File: src/include/stma_pkg.sv
package stma_pkg;
    // ------------------------------------------------------------
    // channels
    // ------------------------------------------------------------
    localparam int NCH = 5;
    localparam logic [2:0] CH_TEMP = 3'h4; // last channel of the scan
    // ------------------------------------------------------------
    // command codes (register pointer values)
    // ------------------------------------------------------------
    localparam logic [7:0] CMD_CFG = 8'h00;
    localparam logic [7:0] CMD_STAT = 8'h01;
    localparam logic [7:0] CMD_MASK = 8'h02;
    localparam logic [7:0] CMD_ADDR = 8'h03;
    localparam logic [7:0] CMD_RES = 8'h10; // plus channel
    localparam logic [7:0] CMD_HI = 8'h20; // plus channel
    localparam logic [7:0] CMD_LO = 8'h30; // plus channel
    // ------------------------------------------------------------
    // fields and reset values
    // ------------------------------------------------------------
    localparam int CFG_RUN = 0;
    localparam int CFG_ALERT = 1;
    localparam int CFG_MODE = 2; // two bits
    localparam logic [7:0] CFG_RST = 8'h03;
    localparam logic [7:0] MASK_RST = 8'h00;
    localparam logic [7:0] VOLT_HI_RST = 8'hFF;
    localparam logic [7:0] TEMP_HI_RST = 8'h7F;
    localparam logic [7:0] LO_RST = 8'h00;
    localparam logic [4:0] ADDR_BASE = 5'h05; // arbitrary upper address bits
    localparam logic [6:0] ARA_ADDR = 7'h0C; // smbus alert response address
    // ------------------------------------------------------------
    // types
    // ------------------------------------------------------------
    typedef enum logic [1:0] {
        TM_DEFAULT = 2'b00,
        TM_ONESHOT = 2'b01,
        TM_COMPARE = 2'b10
    } stma_tmode_e;
    typedef enum logic [2:0] {
        ST_IDLE = 3'b000,
        ST_RX = 3'b001,
        ST_ACK = 3'b010,
        ST_TX = 3'b011,
        ST_MACK = 3'b100
    } stma_state_e;
    typedef struct packed {
        logic [2:0] chan;
        logic [7:0] code;
        logic over;
        logic under;
    } stma_res_s;
    typedef struct packed {
        stma_state_e state;
        logic [2:0] bitc;
        logic [1:0] byte_no;
        logic done;
        logic ack;
        logic rw;
        logic ara;
        logic [7:0] ptr;
        logic [7:0] sh;
        logic [7:0] tx;
        logic [3:0] eq; // strap matches: sda, scl, high, low
        logic oe;
        logic wr;
        logic clr;
    } stma_slv_s;
    typedef struct packed {
        logic [7:0] cfg;
        logic [7:0] mask;
        logic [NCH-1:0] status;
        logic [6:0] addr;
        logic ovr;
        logic armed;
        logic [NCH-1:0][7:0] res;
        logic [NCH-1:0][7:0] hi;
        logic [NCH-1:0][7:0] lo;
        logic alert;
    } stma_regs_s;
    localparam stma_regs_s REGS_RST = '{cfg: CFG_RST, mask: MASK_RST, status: '0,
        addr: '0, ovr: 1'h0, armed: 1'h1, res: '0,
        hi: {TEMP_HI_RST, {4{VOLT_HI_RST}}}, lo: {NCH{LO_RST}}, alert: 1'h0};
endpackage

File: src/stma_scan.sv
`timescale 1ns/10ps
module stma_scan
    import stma_pkg::*;
(
    input wire logic core_clk_i, // core clock
    input wire logic reset_i, // synchronous reset
    input wire logic run_i, // scanning enabled
    input wire logic conv_valid_i, // converter result strobe
    input wire logic [7:0] conv_code_i, // converter result code
    input wire logic [7:0] hi_i, // upper limit of current channel
    input wire logic [7:0] lo_i, // lower limit of current channel
    output logic conv_req_o, // conversion request level
    output logic [2:0] conv_chan_o, // channel being converted
    output logic res_valid_o, // result strobe
    output stma_res_s res_o // stored result and compare flags
);
    logic busy;
    logic next_busy;
    logic [2:0] chan;
    logic [2:0] next_chan;
    logic next_valid;
    stma_res_s next_res;
    logic signed [8:0] code_x;
    logic signed [8:0] hi_x;
    logic signed [8:0] lo_x;

    // ------------------------------------------------------------
    // channel sequencer and limit compare
    // ------------------------------------------------------------
    always_comb begin
        next_busy = busy;
        next_chan = chan;
        next_valid = 1'h0;
        next_res = res_o;
        // temperature is signed, voltages are straight binary
        if (chan == CH_TEMP) begin
            code_x = {conv_code_i[7], conv_code_i};
            hi_x = {hi_i[7], hi_i};
            lo_x = {lo_i[7], lo_i};
        end else begin
            code_x = {1'h0, conv_code_i};
            hi_x = {1'h0, hi_i};
            lo_x = {1'h0, lo_i};
        end
        if (!busy) begin
            next_busy = run_i;
        end else if (conv_valid_i) begin
            next_valid = 1'h1;
            next_res = '{chan: chan, code: conv_code_i, over: code_x > hi_x,
                under: code_x < lo_x};
            next_busy = run_i;
            next_chan = (chan == CH_TEMP) ? 3'h0 : chan + 3'h1;
        end
    end

    always_ff @(posedge core_clk_i) begin
        if (reset_i) begin
            busy <= 1'h0;
            chan <= 3'h0;
            res_valid_o <= 1'h0;
            res_o <= '0;
        end else begin
            busy <= next_busy;
            chan <= next_chan;
            res_valid_o <= next_valid;
            res_o <= next_res;
        end
    end

    assign conv_req_o = busy;
    assign conv_chan_o = chan;
endmodule

File: src/stma_top.sv
`timescale 1ns/10ps
// Notes on behaviour
// - each voltage and temperature conversion yields one 8-bit code.
// - the scan steps through all channels, stores each code and compares it with its limits.
// - a temperature above its limit or a voltage outside its window latches the alert.
// - temperature alarms follow a default, a one-shot or a comparator mode.
// - reading the status register clears alarms, except a comparator-mode temperature alarm.
// - a set mask bit keeps its source off the alert output.
// - with config bit 1 at zero the alert output stays off.
// - the slave also answers the alert response address while it alerts.
// - write-byte, read-byte, send-byte and receive-byte transfers reach the registers.
// - voltage codes are stored as converted, nominal input reading 192.
// - temperature codes are two's complement with one degree per count.
// - the strap pin tied low, high, to data or to clock picks one of four addresses.
// - the low two address bits are sensed from the strap in every transfer.
// - a written slave address replaces the strapped one until the next reset.
module stma_top
    import stma_pkg::*;
(
    input wire logic core_clk_i, // core clock, 200 MHz
    input wire logic reset_i, // synchronous reset, power-on
    input wire logic scl_i, // serial clock pin
    input wire logic sda_i, // serial data pin level
    output logic sda_o, // serial data drive value
    output logic sda_oe_o, // serial data pull low
    input wire logic strap_i, // address strap pin level
    output logic alert_o, // alert drive value
    output logic alert_oe_o, // alert pull low
    output logic conv_req_o, // conversion request
    output logic [2:0] conv_chan_o, // channel to convert
    input wire logic conv_valid_i, // conversion done strobe
    input wire logic [7:0] conv_code_i // conversion result
);
    logic scl_m, scl_s, scl_d, sda_m, sda_s, sda_d, strap_m, strap_s;
    logic scl_rise, scl_fall, start, stop;
    stma_slv_s s, n;
    stma_regs_s r, nr;
    logic [7:0] rx_byte, rd_byte, tx_load;
    logic [6:0] my_addr;
    logic [1:0] strap_code, tmode;
    logic res_v;
    stma_res_s res;

    // ------------------------------------------------------------
    // pin synchronisers and line events
    // ------------------------------------------------------------
    always_ff @(posedge core_clk_i) begin
        if (reset_i) begin
            {scl_m, scl_s, scl_d, sda_m, sda_s, sda_d} <= 6'h3F;
            {strap_m, strap_s} <= 2'h0;
        end else begin
            {scl_m, scl_s, scl_d} <= {scl_i, scl_m, scl_s};
            {sda_m, sda_s, sda_d} <= {sda_i, sda_m, sda_s};
            {strap_m, strap_s} <= {strap_i, strap_m};
        end
    end
    assign scl_rise = scl_s && !scl_d;
    assign scl_fall = !scl_s && scl_d;
    assign start = scl_s && scl_d && sda_d && !sda_s;
    assign stop = scl_s && scl_d && !sda_d && sda_s;

    // ------------------------------------------------------------
    // slave address
    // ------------------------------------------------------------
    // a constant strap wins over a match with a toggling line
    assign strap_code = s.eq[0] ? 2'h0 : s.eq[1] ? 2'h1 : s.eq[2] ? 2'h3 : 2'h2;
    assign my_addr = r.ovr ? r.addr : {ADDR_BASE, strap_code};
    assign tmode = r.cfg[CFG_MODE +: 2];

    // ------------------------------------------------------------
    // read data
    // ------------------------------------------------------------
    always_comb begin
        rd_byte = 8'h00;
        if (s.ptr == CMD_CFG) rd_byte = r.cfg;
        if (s.ptr == CMD_STAT) rd_byte = {3'h0, r.status};
        if (s.ptr == CMD_MASK) rd_byte = r.mask;
        if (s.ptr == CMD_ADDR) rd_byte = {1'h0, my_addr};
        for (int i = 0; i < NCH; i++) begin
            if (s.ptr == CMD_RES + 8'(i)) rd_byte = r.res[i];
            if (s.ptr == CMD_HI + 8'(i)) rd_byte = r.hi[i];
            if (s.ptr == CMD_LO + 8'(i)) rd_byte = r.lo[i];
        end
    end
    assign tx_load = s.ara ? {my_addr, 1'h0} : rd_byte;

    // ------------------------------------------------------------
    // serial slave
    // ------------------------------------------------------------
    always_comb begin
        n = s;
        n.wr = 1'h0;
        n.clr = 1'h0;
        rx_byte = {s.sh[6:0], sda_s};
        if (start) begin
            n.state = ST_RX;
            n.bitc = 3'h0;
            n.byte_no = 2'h0;
            n.done = 1'h0;
            n.ara = 1'h0;
            n.eq = 4'hF;
        end else if (stop) begin
            n.state = ST_IDLE;
        end else begin
            unique case (s.state)
                ST_IDLE: begin
                end
                ST_RX: begin
                    if (s.byte_no == 2'h0) begin
                        n.eq = s.eq & {strap_s == sda_s, strap_s == scl_s, strap_s, !strap_s};
                    end
                    if (scl_rise) begin
                        n.sh = rx_byte;
                        n.bitc = s.bitc + 3'h1;
                        if (s.bitc == 3'h7) begin
                            n.done = 1'h1;
                            n.ack = 1'h1;
                            if (s.byte_no == 2'h0) begin
                                n.rw = rx_byte[0];
                                n.ara = rx_byte[7:1] == ARA_ADDR && rx_byte[0] && alert_oe_o;
                                n.ack = rx_byte[7:1] == my_addr || n.ara;
                            end else if (s.byte_no == 2'h1) begin
                                n.ptr = rx_byte;
                            end else begin
                                n.wr = 1'h1;
                            end
                            if (s.byte_no != 2'h2) n.byte_no = s.byte_no + 2'h1;
                        end
                    end
                    if (scl_fall && s.done) begin
                        n.done = 1'h0;
                        n.state = s.ack ? ST_ACK : ST_IDLE;
                    end
                end
                ST_ACK, ST_MACK: begin
                    if (s.state == ST_MACK && scl_rise && sda_s) begin
                        n.state = ST_IDLE;
                    end else if (scl_fall) begin
                        n.bitc = 3'h0;
                        if (s.rw) begin
                            n.state = ST_TX;
                            n.tx = tx_load;
                            n.clr = s.ara || s.ptr == CMD_STAT;
                        end else begin
                            n.state = ST_RX;
                        end
                    end
                end
                ST_TX: begin
                    if (scl_fall) begin
                        n.bitc = s.bitc + 3'h1;
                        n.tx = {s.tx[6:0], 1'h0};
                        if (s.bitc == 3'h7) n.state = ST_MACK;
                    end
                end
                default: n.state = ST_IDLE;
            endcase
        end
        n.oe = n.state == ST_ACK || (n.state == ST_TX && !n.tx[7]);
    end

    always_ff @(posedge core_clk_i) begin
        if (reset_i) s <= '0;
        else s <= n;
    end

    // ------------------------------------------------------------
    // registers and alarms
    // ------------------------------------------------------------
    always_comb begin
        nr = r;
        if (s.wr) begin
            if (s.ptr == CMD_CFG) nr.cfg = s.sh;
            if (s.ptr == CMD_MASK) nr.mask = s.sh;
            if (s.ptr == CMD_ADDR) begin
                nr.addr = s.sh[6:0];
                nr.ovr = 1'h1;
            end
            for (int i = 0; i < NCH; i++) begin
                if (s.ptr == CMD_HI + 8'(i)) nr.hi[i] = s.sh;
                if (s.ptr == CMD_LO + 8'(i)) nr.lo[i] = s.sh;
            end
        end
        // clear first so that a result in the same cycle still sets
        if (s.clr) begin
            nr.status = r.status & (tmode == TM_COMPARE ? 5'h10 : 5'h00);
        end
        if (res_v) begin
            nr.res[res.chan] = res.code;
            if (res.chan != CH_TEMP) begin
                if (res.over || res.under) nr.status[res.chan] = 1'h1;
            end else if (tmode == TM_COMPARE) begin
                nr.status[CH_TEMP] = res.over;
            end else if (tmode == TM_ONESHOT) begin
                if (res.over && r.armed) nr.status[CH_TEMP] = 1'h1;
                nr.armed = !res.over;
            end else if (res.over) begin
                nr.status[CH_TEMP] = 1'h1;
            end
        end
        nr.alert = r.cfg[CFG_ALERT] && |(r.status & ~r.mask[NCH-1:0]);
    end

    always_ff @(posedge core_clk_i) begin
        if (reset_i) r <= REGS_RST;
        else r <= nr;
    end

    stma_scan u_scan (
        .core_clk_i(core_clk_i),
        .reset_i(reset_i),
        .run_i(r.cfg[CFG_RUN]),
        .conv_valid_i(conv_valid_i),
        .conv_code_i(conv_code_i),
        .hi_i(r.hi[conv_chan_o]),
        .lo_i(r.lo[conv_chan_o]),
        .conv_req_o(conv_req_o),
        .conv_chan_o(conv_chan_o),
        .res_valid_o(res_v),
        .res_o(res)
    );

    assign sda_o = 1'h0;
    assign sda_oe_o = s.oe;
    assign alert_o = 1'h0;
    assign alert_oe_o = r.alert;
endmodule

File: config.mk
export PLATFORM = sky130hd
export DESIGN_NAME = stma_top
export DESIGN_NICKNAME = d
export VERILOG_FILES = /design/src/include/stma_pkg.sv /design/src/stma_scan.sv /design/src/stma_top.sv
export SDC_FILE = /design/constraint.sdc
export NUM_CORES = 1
export LEC_CHECK = 0
export CAP_MARGIN = 20
export CORE_MARGIN = 5
export CORE_UTILIZATION = 36
export CTS_BUF_LIST = sky130_fd_sc_hd__clkbuf_16
export CTS_CLUSTER_SIZE = 12
export DETAILED_ROUTE_END_ITERATION = 10
export DONT_BUFFER_PORTS = 1
export SLEW_MARGIN = 15
export SYNTH_ARGS = -nofsm -noshare
export SYNTH_HDL_FRONTEND = slang
export SYNTH_SLANG_ARGS = --single-unit
File: constraint.sdc
create_clock -name core_clk_i -period 3.6 [get_ports core_clk_i]
set_input_delay 0.36 -clock core_clk_i [delete_from_list [all_inputs] [get_ports core_clk_i]]
set_output_delay 0.36 -clock core_clk_i [all_outputs]
set_load 0.005 [all_outputs]
==> results of run 1 <==
==> per-layer routing <==
metal | track usage | vias to the layer above | part of all wire
met5 | 0 | - | 0.00016
met4 | 0.09417 | 2 | 0.049
met3 | 0.05243 | 129 | 0.093
met2 | 0.3656 | 565 | 0.43
met1 | 0.3268 | 5289 | 0.43
li1 | - | 5139 | -
==> cells by family (layout without fill, tap and decap cells) <==
logic type      after synthesis  count (layout)  synth area share
simple gates                635             635            0.2591
compound gates              373             373            0.2039
flops                       219             219            0.3830
buf+inv                     147             125           0.05498
mux                          65              65           0.06712
fa+ha+maj                    24              24           0.02624
xor+xnor                      7               7          0.005356
other cells                   1               2         0.0003276
==> final timing paths <==
| kind | startpoint | to | slack (ns) | cells past startpoint |
|---|---|---|---|---|
| hold reg to reg | scl_m$_SDFF_PP1_ | scl_s$_SDFF_PP1_ | 0.41 | 1 |
| setup / recovery | u_scan.conv_chan_o[2]$_SDFFE_PP0P_ | u_scan.res_o[1]$_SDFFE_PP0P_ | 0.65 | 11 |
| hold / removal | conv_valid_i | u_scan.conv_req_o$_SDFF_PP0_ | 0.01 | 3 |
| setup reg to reg | u_scan.conv_chan_o[2]$_SDFFE_PP0P_ | u_scan.res_o[1]$_SDFFE_PP0P_ | 0.65 | 11 |
==> state kept, by name, summed over array words and instances, names as in the netlist, 3 cells and up <==
signal and cells:
rx_byte 7, u_scan.conv_chan_o 3, s 34, u_scan.res_o 13, r 150
==> Yosys cell counts (all sizes together), types with 4 or more instances <==
library cell	n	area share
or2	9	0.0049
mux4	9	0.018
and3	10	0.0055
o21ai	52	0.023
buf	38	0.019
and2	4	0.0022
or3	5	0.0027
a211oi	12	0.0079
o211ai	16	0.010
o2111ai	4	0.0031
mux2	4	0.0039
a2bb2oi	5	0.0038
or4b	6	0.0059
o221ai	4	0.0031
o311ai	5	0.0038
a22oi	21	0.014
ha	24	0.026
a21oi	166	0.073
o31a	6	0.0046
o21a	4	0.0026
nand2	311	0.10
xnor2	5	0.0038
nor4	5	0.0054
a32oi	7	0.0054
dfxtp	219	0.38
nor2	96	0.031
nand3b	9	0.0059
clkbuf	79	0.026
nor2b	21	0.011
nand2b	9	0.0049
a31oi	11	0.0060
nor3b	6	0.0039
nand3	101	0.044
o22ai	21	0.013
mux2i	52	0.045
a2111oi	4	0.0036
nor3	19	0.0097
nor4b	7	0.0070
inv	29	0.0095
nand4	8	0.0044
==> power by group through the flow <==
stage | clock (mW) | sequential, mW | combinational, mW
6_report | 2.43 | 2.46 | 0.181
3_5_place_dp | 0 | 2.52 | 0.134
5_1_grt | 2.57 | 2.47 | 0.201
3_3_place_gp | 0 | 2.52 | 0.133
4_1_cts | 2.47 | 2.46 | 0.180
2_1_floorplan | 0 | 2.50 | 0.133
==> layout make-up <==
cell class,count,area [sq um]
Sequential cell,219,4384
Timing Repair Buffer,51,440.4
Inverter,30,112.6
Clock buffer,25,625.6
Tap cell,402,503.0
Fill cell,3184,18810
Multi-Input combinational cell,1106,6462
Clock inverter,19,140.1
==> worst reg2reg max path, stage by stage (launching register included) <==
cell,delay (ns)
dfxtp_1,0.75
inv_1,0.38
nand2_1,0.29
nor2_1,0.09
a21oi_1,0.13
ha_1,0.25
nor2b_1,0.13
o21ai_0,0.16
nand2b_1,0.07
a21oi_1,0.13
o21ai_0,0.09
a311o_1,0.36
==> what timing repair did <==
item,in CTS,in global routing
hold endpoints to repair,163,0
hold buffers,13,0
setup buffers,0,0
==> impl_metrics.yaml, run 1 <==
floorplan:
  io_pins: 22
  die_area_sq_mm: 0.03546
  core_sq_mm: 0.03147
  start_util: 0.3637
  chipHeight_um: 188.3
  fp.dieW_um: 188.3
  rows: 65
routing:
  viasPerCell: 6.006
  wl_per_cell_um: 23.67
  drtIter0Drc: 1497
  ant_nets: 0
  drt-total-wl_um: 43850
  dr.pass1.iters: 6
  drcViolationCount: 0
  via_count: 11120
layout:
  mostFrequentLayoutCell: "nand2_1"
  syn_to_final_growth_pct: 10.68
  drive_above_1_share: 0.07862
  final_util: 0.4025
  num_antenna_cells: 0
  instances_no_fill: 1852
  design_area_sq_mm: 0.01267
  final_cell_mix: "nand2_1 (311), dfxtp_1 (219), a21oi_1 (165)"
  nets: 1471
sta:
  fmax_mhz: 339.4
  fin_tns_setup_ns: 0
  worst_pin_slew_ns: 1.109
  max_slew_margin: 0.2596
  finalCritPeriodShare: 0.8184
  min_period_ns: 2.946
  setup_violations: 0
  drv_slew: 0
  fin_ws_ns: 0.6538
  hold_viol: 0
  fin_skew_ns: 0.02080
  hold_slack_ns: 0.01211
  grt_setup_unrepaired: "no"
place:
  routabilityCongestion: 1.083
  place_ws_ns: 0.7694
  dpl_cell_area_sq_mm: 0.01174
  numPortBuffers: 0
  dp.final_hpwl_um: 31610
  dp_cells: 1794
synth:
  yosysSeqAreaShare: 0.3830
  synth_flop_cell: "dfxtp_1"
  syn_inst: 1471
  synthDistinctLibCells: 82
  syn_avg_cell_area_sq_um: 7.781
  yosys_warnings: 0
  async_flop_share: 0
  syn_area_sq_mm: 0.01145
  synth-edff-count: 0
  synth-seq-cells: 219
global_route:
  grt_overflow_total: 0
  grt_max_degree: 164
  grt_first_pass_wirelength_um: 65980
  grt_usage: 0.2380
  grt_antenna_before_repair: 3
  grt_pass1_vias: 10360
setup_path:
  end_kind: "flop"
  required_ns: 4.02
  slowest_delay_ns: 0.75
  cp_max_fo: 15
  critPathBufInv: 1
  critical_path_class: "reg2reg"
  cp_slowest_cell: "dfxtp_1"
  cp.arrival_ns: 3.37
  critPathLaunchType: "flop"
  worstPathCellList: "inv_1, nand2_1, nor2_1, a21oi_1, ha_1, nor2b_1, o21ai_0, nand2b_1, a21oi_1, o21ai_0, a311o_1"
  crit_family: "compound AO/OA/AOI/OAI gates"
pwr:
  clockPowerShare: 0.479
  leakage_nw: 4.534
  power_frac_seq: 0.486
  p_sw_frac: 0.2308
  p_int_mw: 3.904
  ir_worst_vdd_uv: 336.0
  power_switching_mw: 1.171
  finalPower_mw: 5.075
  p_per_area_mw_per_mm2: 400.6
  p_comb_frac: 0.036
cts:
  htreeDepth: 1
  cts_tree: "yes"
  clock_sinks: 219
  clk_latency_ns: 0.54
  root_buffer: "clkbuf_16"
  clkTransAtPathRegs_ns: 0.06
  numCtsBuffers: 25
  cts-resized-gates: 0
  cts_max_path_buffers: 3
hold_path:
  hold_path.class: "in2reg"
status:
  status: "complete, no violations"
job:
  drv_cap: 0
Power figures use the tool's default switching activity.
==> run 2, diff against run 1 <==
--- a/config.mk
+++ b/config.mk
@@ -5,6 +5,7 @@
 export SDC_FILE = /design/constraint.sdc
 export NUM_CORES = 1
 export LEC_CHECK = 0
+export ABC_AREA = 1
 export CAP_MARGIN = 20
 export CORE_MARGIN = 5
 export CORE_UTILIZATION = 36
==> constraint.sdc (replaced) <==
create_clock -name core_clk_i -period 2.95 [get_ports core_clk_i]
set_input_delay 0.295 -clock core_clk_i [delete_from_list [all_inputs] [get_ports core_clk_i]]
set_output_delay 0.295 -clock core_clk_i [all_outputs]
set_load 0.005 [all_outputs]
==> run 2 against run 1 <==
Against the previous run:
- power increased by 25%
- global-route usage decreased by 2.5 points
- critical path type unchanged
- synthesized area decreased by 7.6%
- final area decreased by 5.0%
- sequential cell count unchanged
- worst setup slack got worse by 0.37 ns
- register-to-register slack got worse by 0.37 ns
- largest cell class unchanged
- critical endpoint unchanged
- synthesized cell count increased by 4.5%
==> impl_metrics.yaml, run 2 <==
routing:
  viasPerCell: 5.264
  drtIter0Drc: 1184
  drcViolationCount: 0
  wl_per_cell_um: 18.61
  drt-total-wl_um: 36360
  dr.pass1.iters: 6
  via_count: 10290
  ant_nets: 0
sta:
  grt_setup_unrepaired: "no"
  finalCritPeriodShare: 0.9038
  worst_pin_slew_ns: 0.7837
  max_slew_margin: 0.4768
  hold_viol: 0
  setup_violations: 0
  min_period_ns: 2.666
  fin_tns_setup_ns: 0
  fin_skew_ns: 0.01719
  drv_slew: 0
  hold_slack_ns: 0.08269
  fmax_mhz: 375.1
pwr:
  leakage_nw: 5.057
  ir_worst_vdd_uv: 445.9
  p_per_area_mw_per_mm2: 526.0
floorplan:
  fp.dieW_um: 181.4
  die_area_sq_mm: 0.03291
  core_sq_mm: 0.02886
  io_pins: 22
  rows: 62
  start_util: 0.3665
  chipHeight_um: 181.4
synth:
  synth_top_area_frac: 0.4145
  syn_avg_cell_area_sq_um: 6.881
  synth-seq-cells: 219
  yosysMostFrequentCell: "nand2_1"
  synth_flop_cell: "dfxtp_1"
  yosys_warnings: 0
  ys_top_cells_by_area: "dfxtp_1 (41%), o21ai_0 (11%), a21oi_1 (9.5%)"
  syn_area_sq_mm: 0.01058
  syn_inst: 1537
  yosysTopAreaCell: "dfxtp_1"
  async_flop_share: 0
  yosysSeqAreaShare: 0.4145
  synthTopCellsByCount: "nand2_1 (266), o21ai_0 (223), dfxtp_1 (219), a21oi_1 (200), inv_1 (186)"
  synth-edff-count: 0
  synthDistinctLibCells: 38
hold_path:
  hp-start: "reset_i"
  hold_path.class: "in2reg"
  hold_depth: 2
setup_path:
  end_kind: "flop"
  required_ns: 3.41
  cp_max_fo: 25
  reg2reg_from: "u_scan.conv_chan_o[0]$_SDFFE_PP0P_"
  r2r_cells: 17
  crit_start: "u_scan.conv_chan_o[0]$_SDFFE_PP0P_"
  critical_path_class: "reg2reg"
  critPathLaunchType: "flop"
  cp.arrival_ns: 3.13
cts:
  cts_tree: "yes"
  numCtsBuffers: 26
  clock_sinks: 219
  clk_latency_ns: 0.54
  root_buffer: "clkbuf_16"
  htreeDepth: 1
  postCtsSetupBuffers: 0
  clkTransAtPathRegs_ns: 0.06
  cts_max_path_buffers: 3
layout:
  final_cell_mix: "nand2_1 (266), o21ai_0 (223), dfxtp_1 (219)"
  largest_reg_flops: 150
  largest-register: "r"
  top_regs: "r (150), s (34), u_scan.res_o (13)"
  num_antenna_cells: 0
  drive_above_1_share: 0.07771
  nets: 1589
  syn_to_final_growth_pct: 13.83
  mostFrequentLayoutCell: "nand2_1"
global_route:
  grt_overflow_total: 0
  grt_usage: 0.2131
  grt_max_degree: 70
  grt_pass1_vias: 9470
  grt_first_pass_wirelength_um: 55350
  grt_antenna_before_repair: 0
place:
  numPortBuffers: 0
  dp.final_hpwl_um: 26810
  routabilityCongestion: 0.9782
status:
  status: "complete, no violations"
job:
  drv_cap: 0
==> run 2: cell types whose count changed in the layout (fill, tap and decap cells not counted), moves of 35 or more <==
cell,delta
nand2_1,-45
a21oi_1,+35
mux2i_1,-52
nand3_1,-43
o21ai_0,+171
nor2_1,+55
inv_1,+155
==> run 2: critical path: stages (launching register included) <==
cell      delay (ns)
dfxtp_1         0.35
inv_2           0.36
nand2_1         0.09
nand3_1         0.09
nand3_1         0.07
o21ai_0         0.11
inv_1           0.07
ha_1            0.29
nand2_1         0.06
o21ai_0         0.15
a21oi_1         0.08
o21ai_0         0.16
a21oi_1         0.09
nor2_1          0.09
nor3_1          0.05
o21ai_0         0.20
o211ai_1        0.13
a21oi_1         0.15
==> run 2: what timing repair did <==
item,in CTS,in global routing
setup endpoints to repair,0,0
hold buffers,13,0
resized for setup,0,0
endpoints found under the hold margin,56,0
==> run 2: path summary, 6_finish.rpt <==
path,endpoint,slack (ns)
max,u_scan.res_o[1]$_SDFFE_PP0P_,0.28
min reg2reg,strap_s$_SDFF_PP0_,0.41
max reg2reg,u_scan.res_o[1]$_SDFFE_PP0P_,0.28
min,r[122]$_SDFFE_PP0P_,0.08
==> run 2: routing by layer <==
layer  up-vias  track usage  share of wire
met5         -            0              0
li1       5086            -              -
met2       341       0.3292           0.44
met4         0      0.07265          0.039
met1      4786       0.3055           0.45
met3        72      0.03081          0.069
==> run 2: per-stage QoR <==
step | util | std cells | power [mW] | cell area [sq um] | setup slack (ns)
2_1_floorplan | - | 1538 | 3.287 | 10580 | 0.1807
3_3_place_gp | 0.3846 | 1894 | 3.371 | 11100 | 0.2772
3_5_place_dp | 0.3846 | 1894 | 3.374 | 11100 | 0.3169
4_1_cts | 0.4172 | 1954 | 6.379 | 12040 | 0.2780
5_1_grt | 0.4172 | 1954 | 6.572 | 12040 | 0.01363
6_report | 0.4172 | 1954 | 6.333 | 12040 | 0.2839
==> run 2: power breakdown <==
group | internal [mW] | switching, mW
sequential | 2.99 | 0.0418
clock | 1.69 | 1.30
combinational | 0.113 | 0.202
==> run 2: cell families (layout without fill, tap and decap cells) <==
kind of cell | Yosys count | after routing | share of synthesized area
and+or+nand+nor | 539 | 539 | 0.2173
AOI/OAI and AO/OA | 477 | 477 | 0.2372
buffers and inverters | 271 | 303 | 0.09724
DFF | 219 | 219 | 0.4145
adders and majority gates | 24 | 24 | 0.02839
xor gates and xnor gates | 6 | 6 | 0.004969
other | 1 | 2 | 0.0003546
==> run 2: layout make-up <==
type	instances	area (sq um)
Sequential cell	219	4384
Multi-Input combinational cell	1048	5167
Clock buffer	26	650.6
Clock inverter	21	142.6
Tap cell	384	480.5
Inverter	206	775.7
Fill cell	3056	16820
Timing Repair Buffer	50	437.9
==> run 3, diff against run 2 <==
--- a/config.mk
+++ b/config.mk
@@ -13,6 +13,7 @@
 export CTS_CLUSTER_SIZE = 12
 export DETAILED_ROUTE_END_ITERATION = 10
 export DONT_BUFFER_PORTS = 1
+export SETUP_SLACK_MARGIN = 0.5
 export SLEW_MARGIN = 15
 export SYNTH_ARGS = -nofsm -noshare
 export SYNTH_HDL_FRONTEND = slang
==> run 3 against run 2 <==
Against the previous run:
- the flow now finishes with violations (hold timing)
- worst setup slack improved by 0.15 ns
- first-iteration DRC count fell by 15%
- via count up 3.4%
- sequential share of layout area is 2.4 points lower
- global-route usage is 0.41 points lower
- maximum frequency rose by 5.8%
- sequential power barely moved
- sequential cell count did not move
- final area grew 7.3%
- clock power is 3% higher
- critical path depth grew 2
- non-clock buffer count rose by 61
- largest cell class unchanged
==> impl_metrics.yaml, run 3 (same netlist as run 2, synthesis figures left out) <==
status:
  status: "finished with violations"
  violations: "hold timing"
routing:
  dr.pass1.iters: 5
  drtIter0Drc: 1010
  viasPerCell: 5.280
  wl_per_cell_um: 18.03
  ant_nets: 0
  drcViolationCount: 0
  via_count: 10630
  drt-total-wl_um: 36300
floorplan:
  start_util: 0.3665
  io_pins: 22
  fp.dieW_um: 181.4
  chipHeight_um: 181.4
  rows: 62
  die_area_sq_mm: 0.03291
  core_sq_mm: 0.02886
setup_path:
  required_ns: 3.37
  end_kind: "flop"
  critPathLaunchType: "flop"
  critical_path_class: "reg2reg"
  slowest_delay_ns: 0.39
  cp_slowest_cell: "dfxtp_2"
  worstPathCellList: "nor2_1, nand2_2, inv_2, nand2_2, inv_2, a21oi_1, nand4_1, o21ai_1, nand3_1, o21ai_1, nand3b_1, nand2_1, nand3_1, nand2_1, nand3_1, nand2_1, nand2_1, nand2_1, a21oi_1"
  cp_max_fo: 11
  cp.arrival_ns: 2.94
  crit_path_frequent_cell: "nand2_1"
layout:
  syn_to_final_growth_pct: 22.17
  drive_above_1_share: 0.1209
  top_regs: "r (150), s (34), u_scan.res_o (13)"
  largest_reg_flops: 150
  nets: 1651
  final_cell_mix: "nand2_1 (256), dfxtp_1 (211), o21ai_0 (206)"
  num_antenna_cells: 0
  instances_no_fill: 2014
  mostFrequentLayoutCell: "nand2_1"
  largest-register: "r"
global_route:
  grt_pass1_vias: 9581
  grt_max_degree: 63
  grt_antenna_before_repair: 1
  grt_usage: 0.2091
  grt_overflow_total: 0
  grt_first_pass_wirelength_um: 54880
sta:
  fmax_mhz: 396.8
  hold_slack_ns: -0.1583
  min_period_ns: 2.520
  worst_pin_slew_ns: 0.7878
  hold_viol: 8
  max_slew_margin: 0.4741
  drv_slew: 0
  grt_setup_unrepaired: "yes"
  fin_skew_ns: 0.009342
  setup_violations: 0
  fin_tns_setup_ns: 0
  finalCritPeriodShare: 0.8542
place:
  numPortBuffers: 0
  dp_cells: 1892
  dp.final_hpwl_um: 26560
  routabilityCongestion: 0.9536
cts:
  clock_sinks: 219
  cts-hold-fix-buffers: 50
  clkTransAtPathRegs_ns: 0.06
  root_buffer: "clkbuf_16"
  cts_max_path_buffers: 3
  htreeDepth: 1
  cts_tree: "yes"
  clk_latency_ns: 0.53
  numCtsBuffers: 25
pwr:
  power_switching_mw: 1.516
  ir_worst_vdd_uv: 444.6
  p_comb_frac: 0.058
  p_per_area_mw_per_mm2: 500.8
  leakage_nw: 5.476
  p_sw_frac: 0.2342
  p_int_mw: 4.955
  clockPowerShare: 0.474
  power_frac_seq: 0.468
hold_path:
  hold_path.class: "in2reg"
job:
  drv_cap: 0
[run 3: cell types whose count changed in the layout (fill, tap and decap cells not counted), sizes merged]
cell,delta
dlygate4sd3,+38
buf,+19
bufinv,+2
clkinv,-2
clkbuf,+3
[run 3: worst max-delay path: cells and delay by family (launching register included)]
kind	cells	cell delay, ns
compound gates	4	0.48
simple gates	13	1.38
flops	1	0.39
buf+inv	2	0.13
[run 3: layer usage]
layer | GRT usage | up-vias | routed length (um)
met5 | 0 | - | 0
met4 | 0.07265 | 0 | 1526
met3 | 0.02781 | 85 | 2284
met2 | 0.3277 | 344 | 15940
met1 | 0.2966 | 4974 | 16550
li1 | - | 5230 | -
[run 3: final timing paths]
path | from | end | slack, ns | cells after the start
max | s[23]$_SDFFE_PP0P_ | s[7]$_SDFFE_PP0P_ | 0.43 | 19
min | reset_i | r[122]$_SDFFE_PP0P_ | -0.16 | 1
max reg2reg | s[23]$_SDFFE_PP0P_ | s[7]$_SDFFE_PP0P_ | 0.43 | 19
min reg2reg | s[38]$_SDFFE_PP0P_ | s[38]$_SDFFE_PP0P_ | 0.47 | 2
[run 3: area by class of cell]
type | count | area, sq um
tap | 384 | 480.5
sequential | 219 | 4402
multi-input combinational | 1048 | 5351
clock buffer | 25 | 625.6
clock inverter | 19 | 175.2
inverter | 206 | 813.3
timing repair buffer | 111 | 1056
fill | 3013 | 15940
timing repair inverter | 2 | 17.52
[run 3: metrics by stage]
step,util,total power [mW],area [sq um],worst slack [ns],hold slack (ns)
after global placement,0.3841,3.360,11080,0.3340,0.3715
after floorplan,-,3.290,10600,0.5128,0.3883
after CTS,0.4304,6.442,12420,0.4191,-0.1855
after detailed placement,0.3841,3.363,11080,0.3177,0.3742
after global routing,0.4478,6.678,12920,0.2445,-0.1876
final,0.4478,6.470,12920,0.4301,-0.1583
[run 3: power groups by stage]
| stage | combinational, mW | sequential (mW) | clock, mW |
|---|---|---|---|
| after floorplan | 0.222 | 3.07 | 0 |
| after global placement | 0.270 | 3.09 | 0 |
| after detailed placement | 0.273 | 3.09 | 0 |
| after CTS | 0.313 | 3.03 | 3.10 |
| after global routing | 0.420 | 3.03 | 3.23 |
| final | 0.377 | 3.03 | 3.07 |
[run 3: timing repair]
item                       in CTS  in global routing
hold endpoints to repair       55                  8
setup endpoints to repair      13                 40
pin swaps                       0                 24
resized for setup              12                 86
buffers inserted                0                 23
cloned                          0                  5
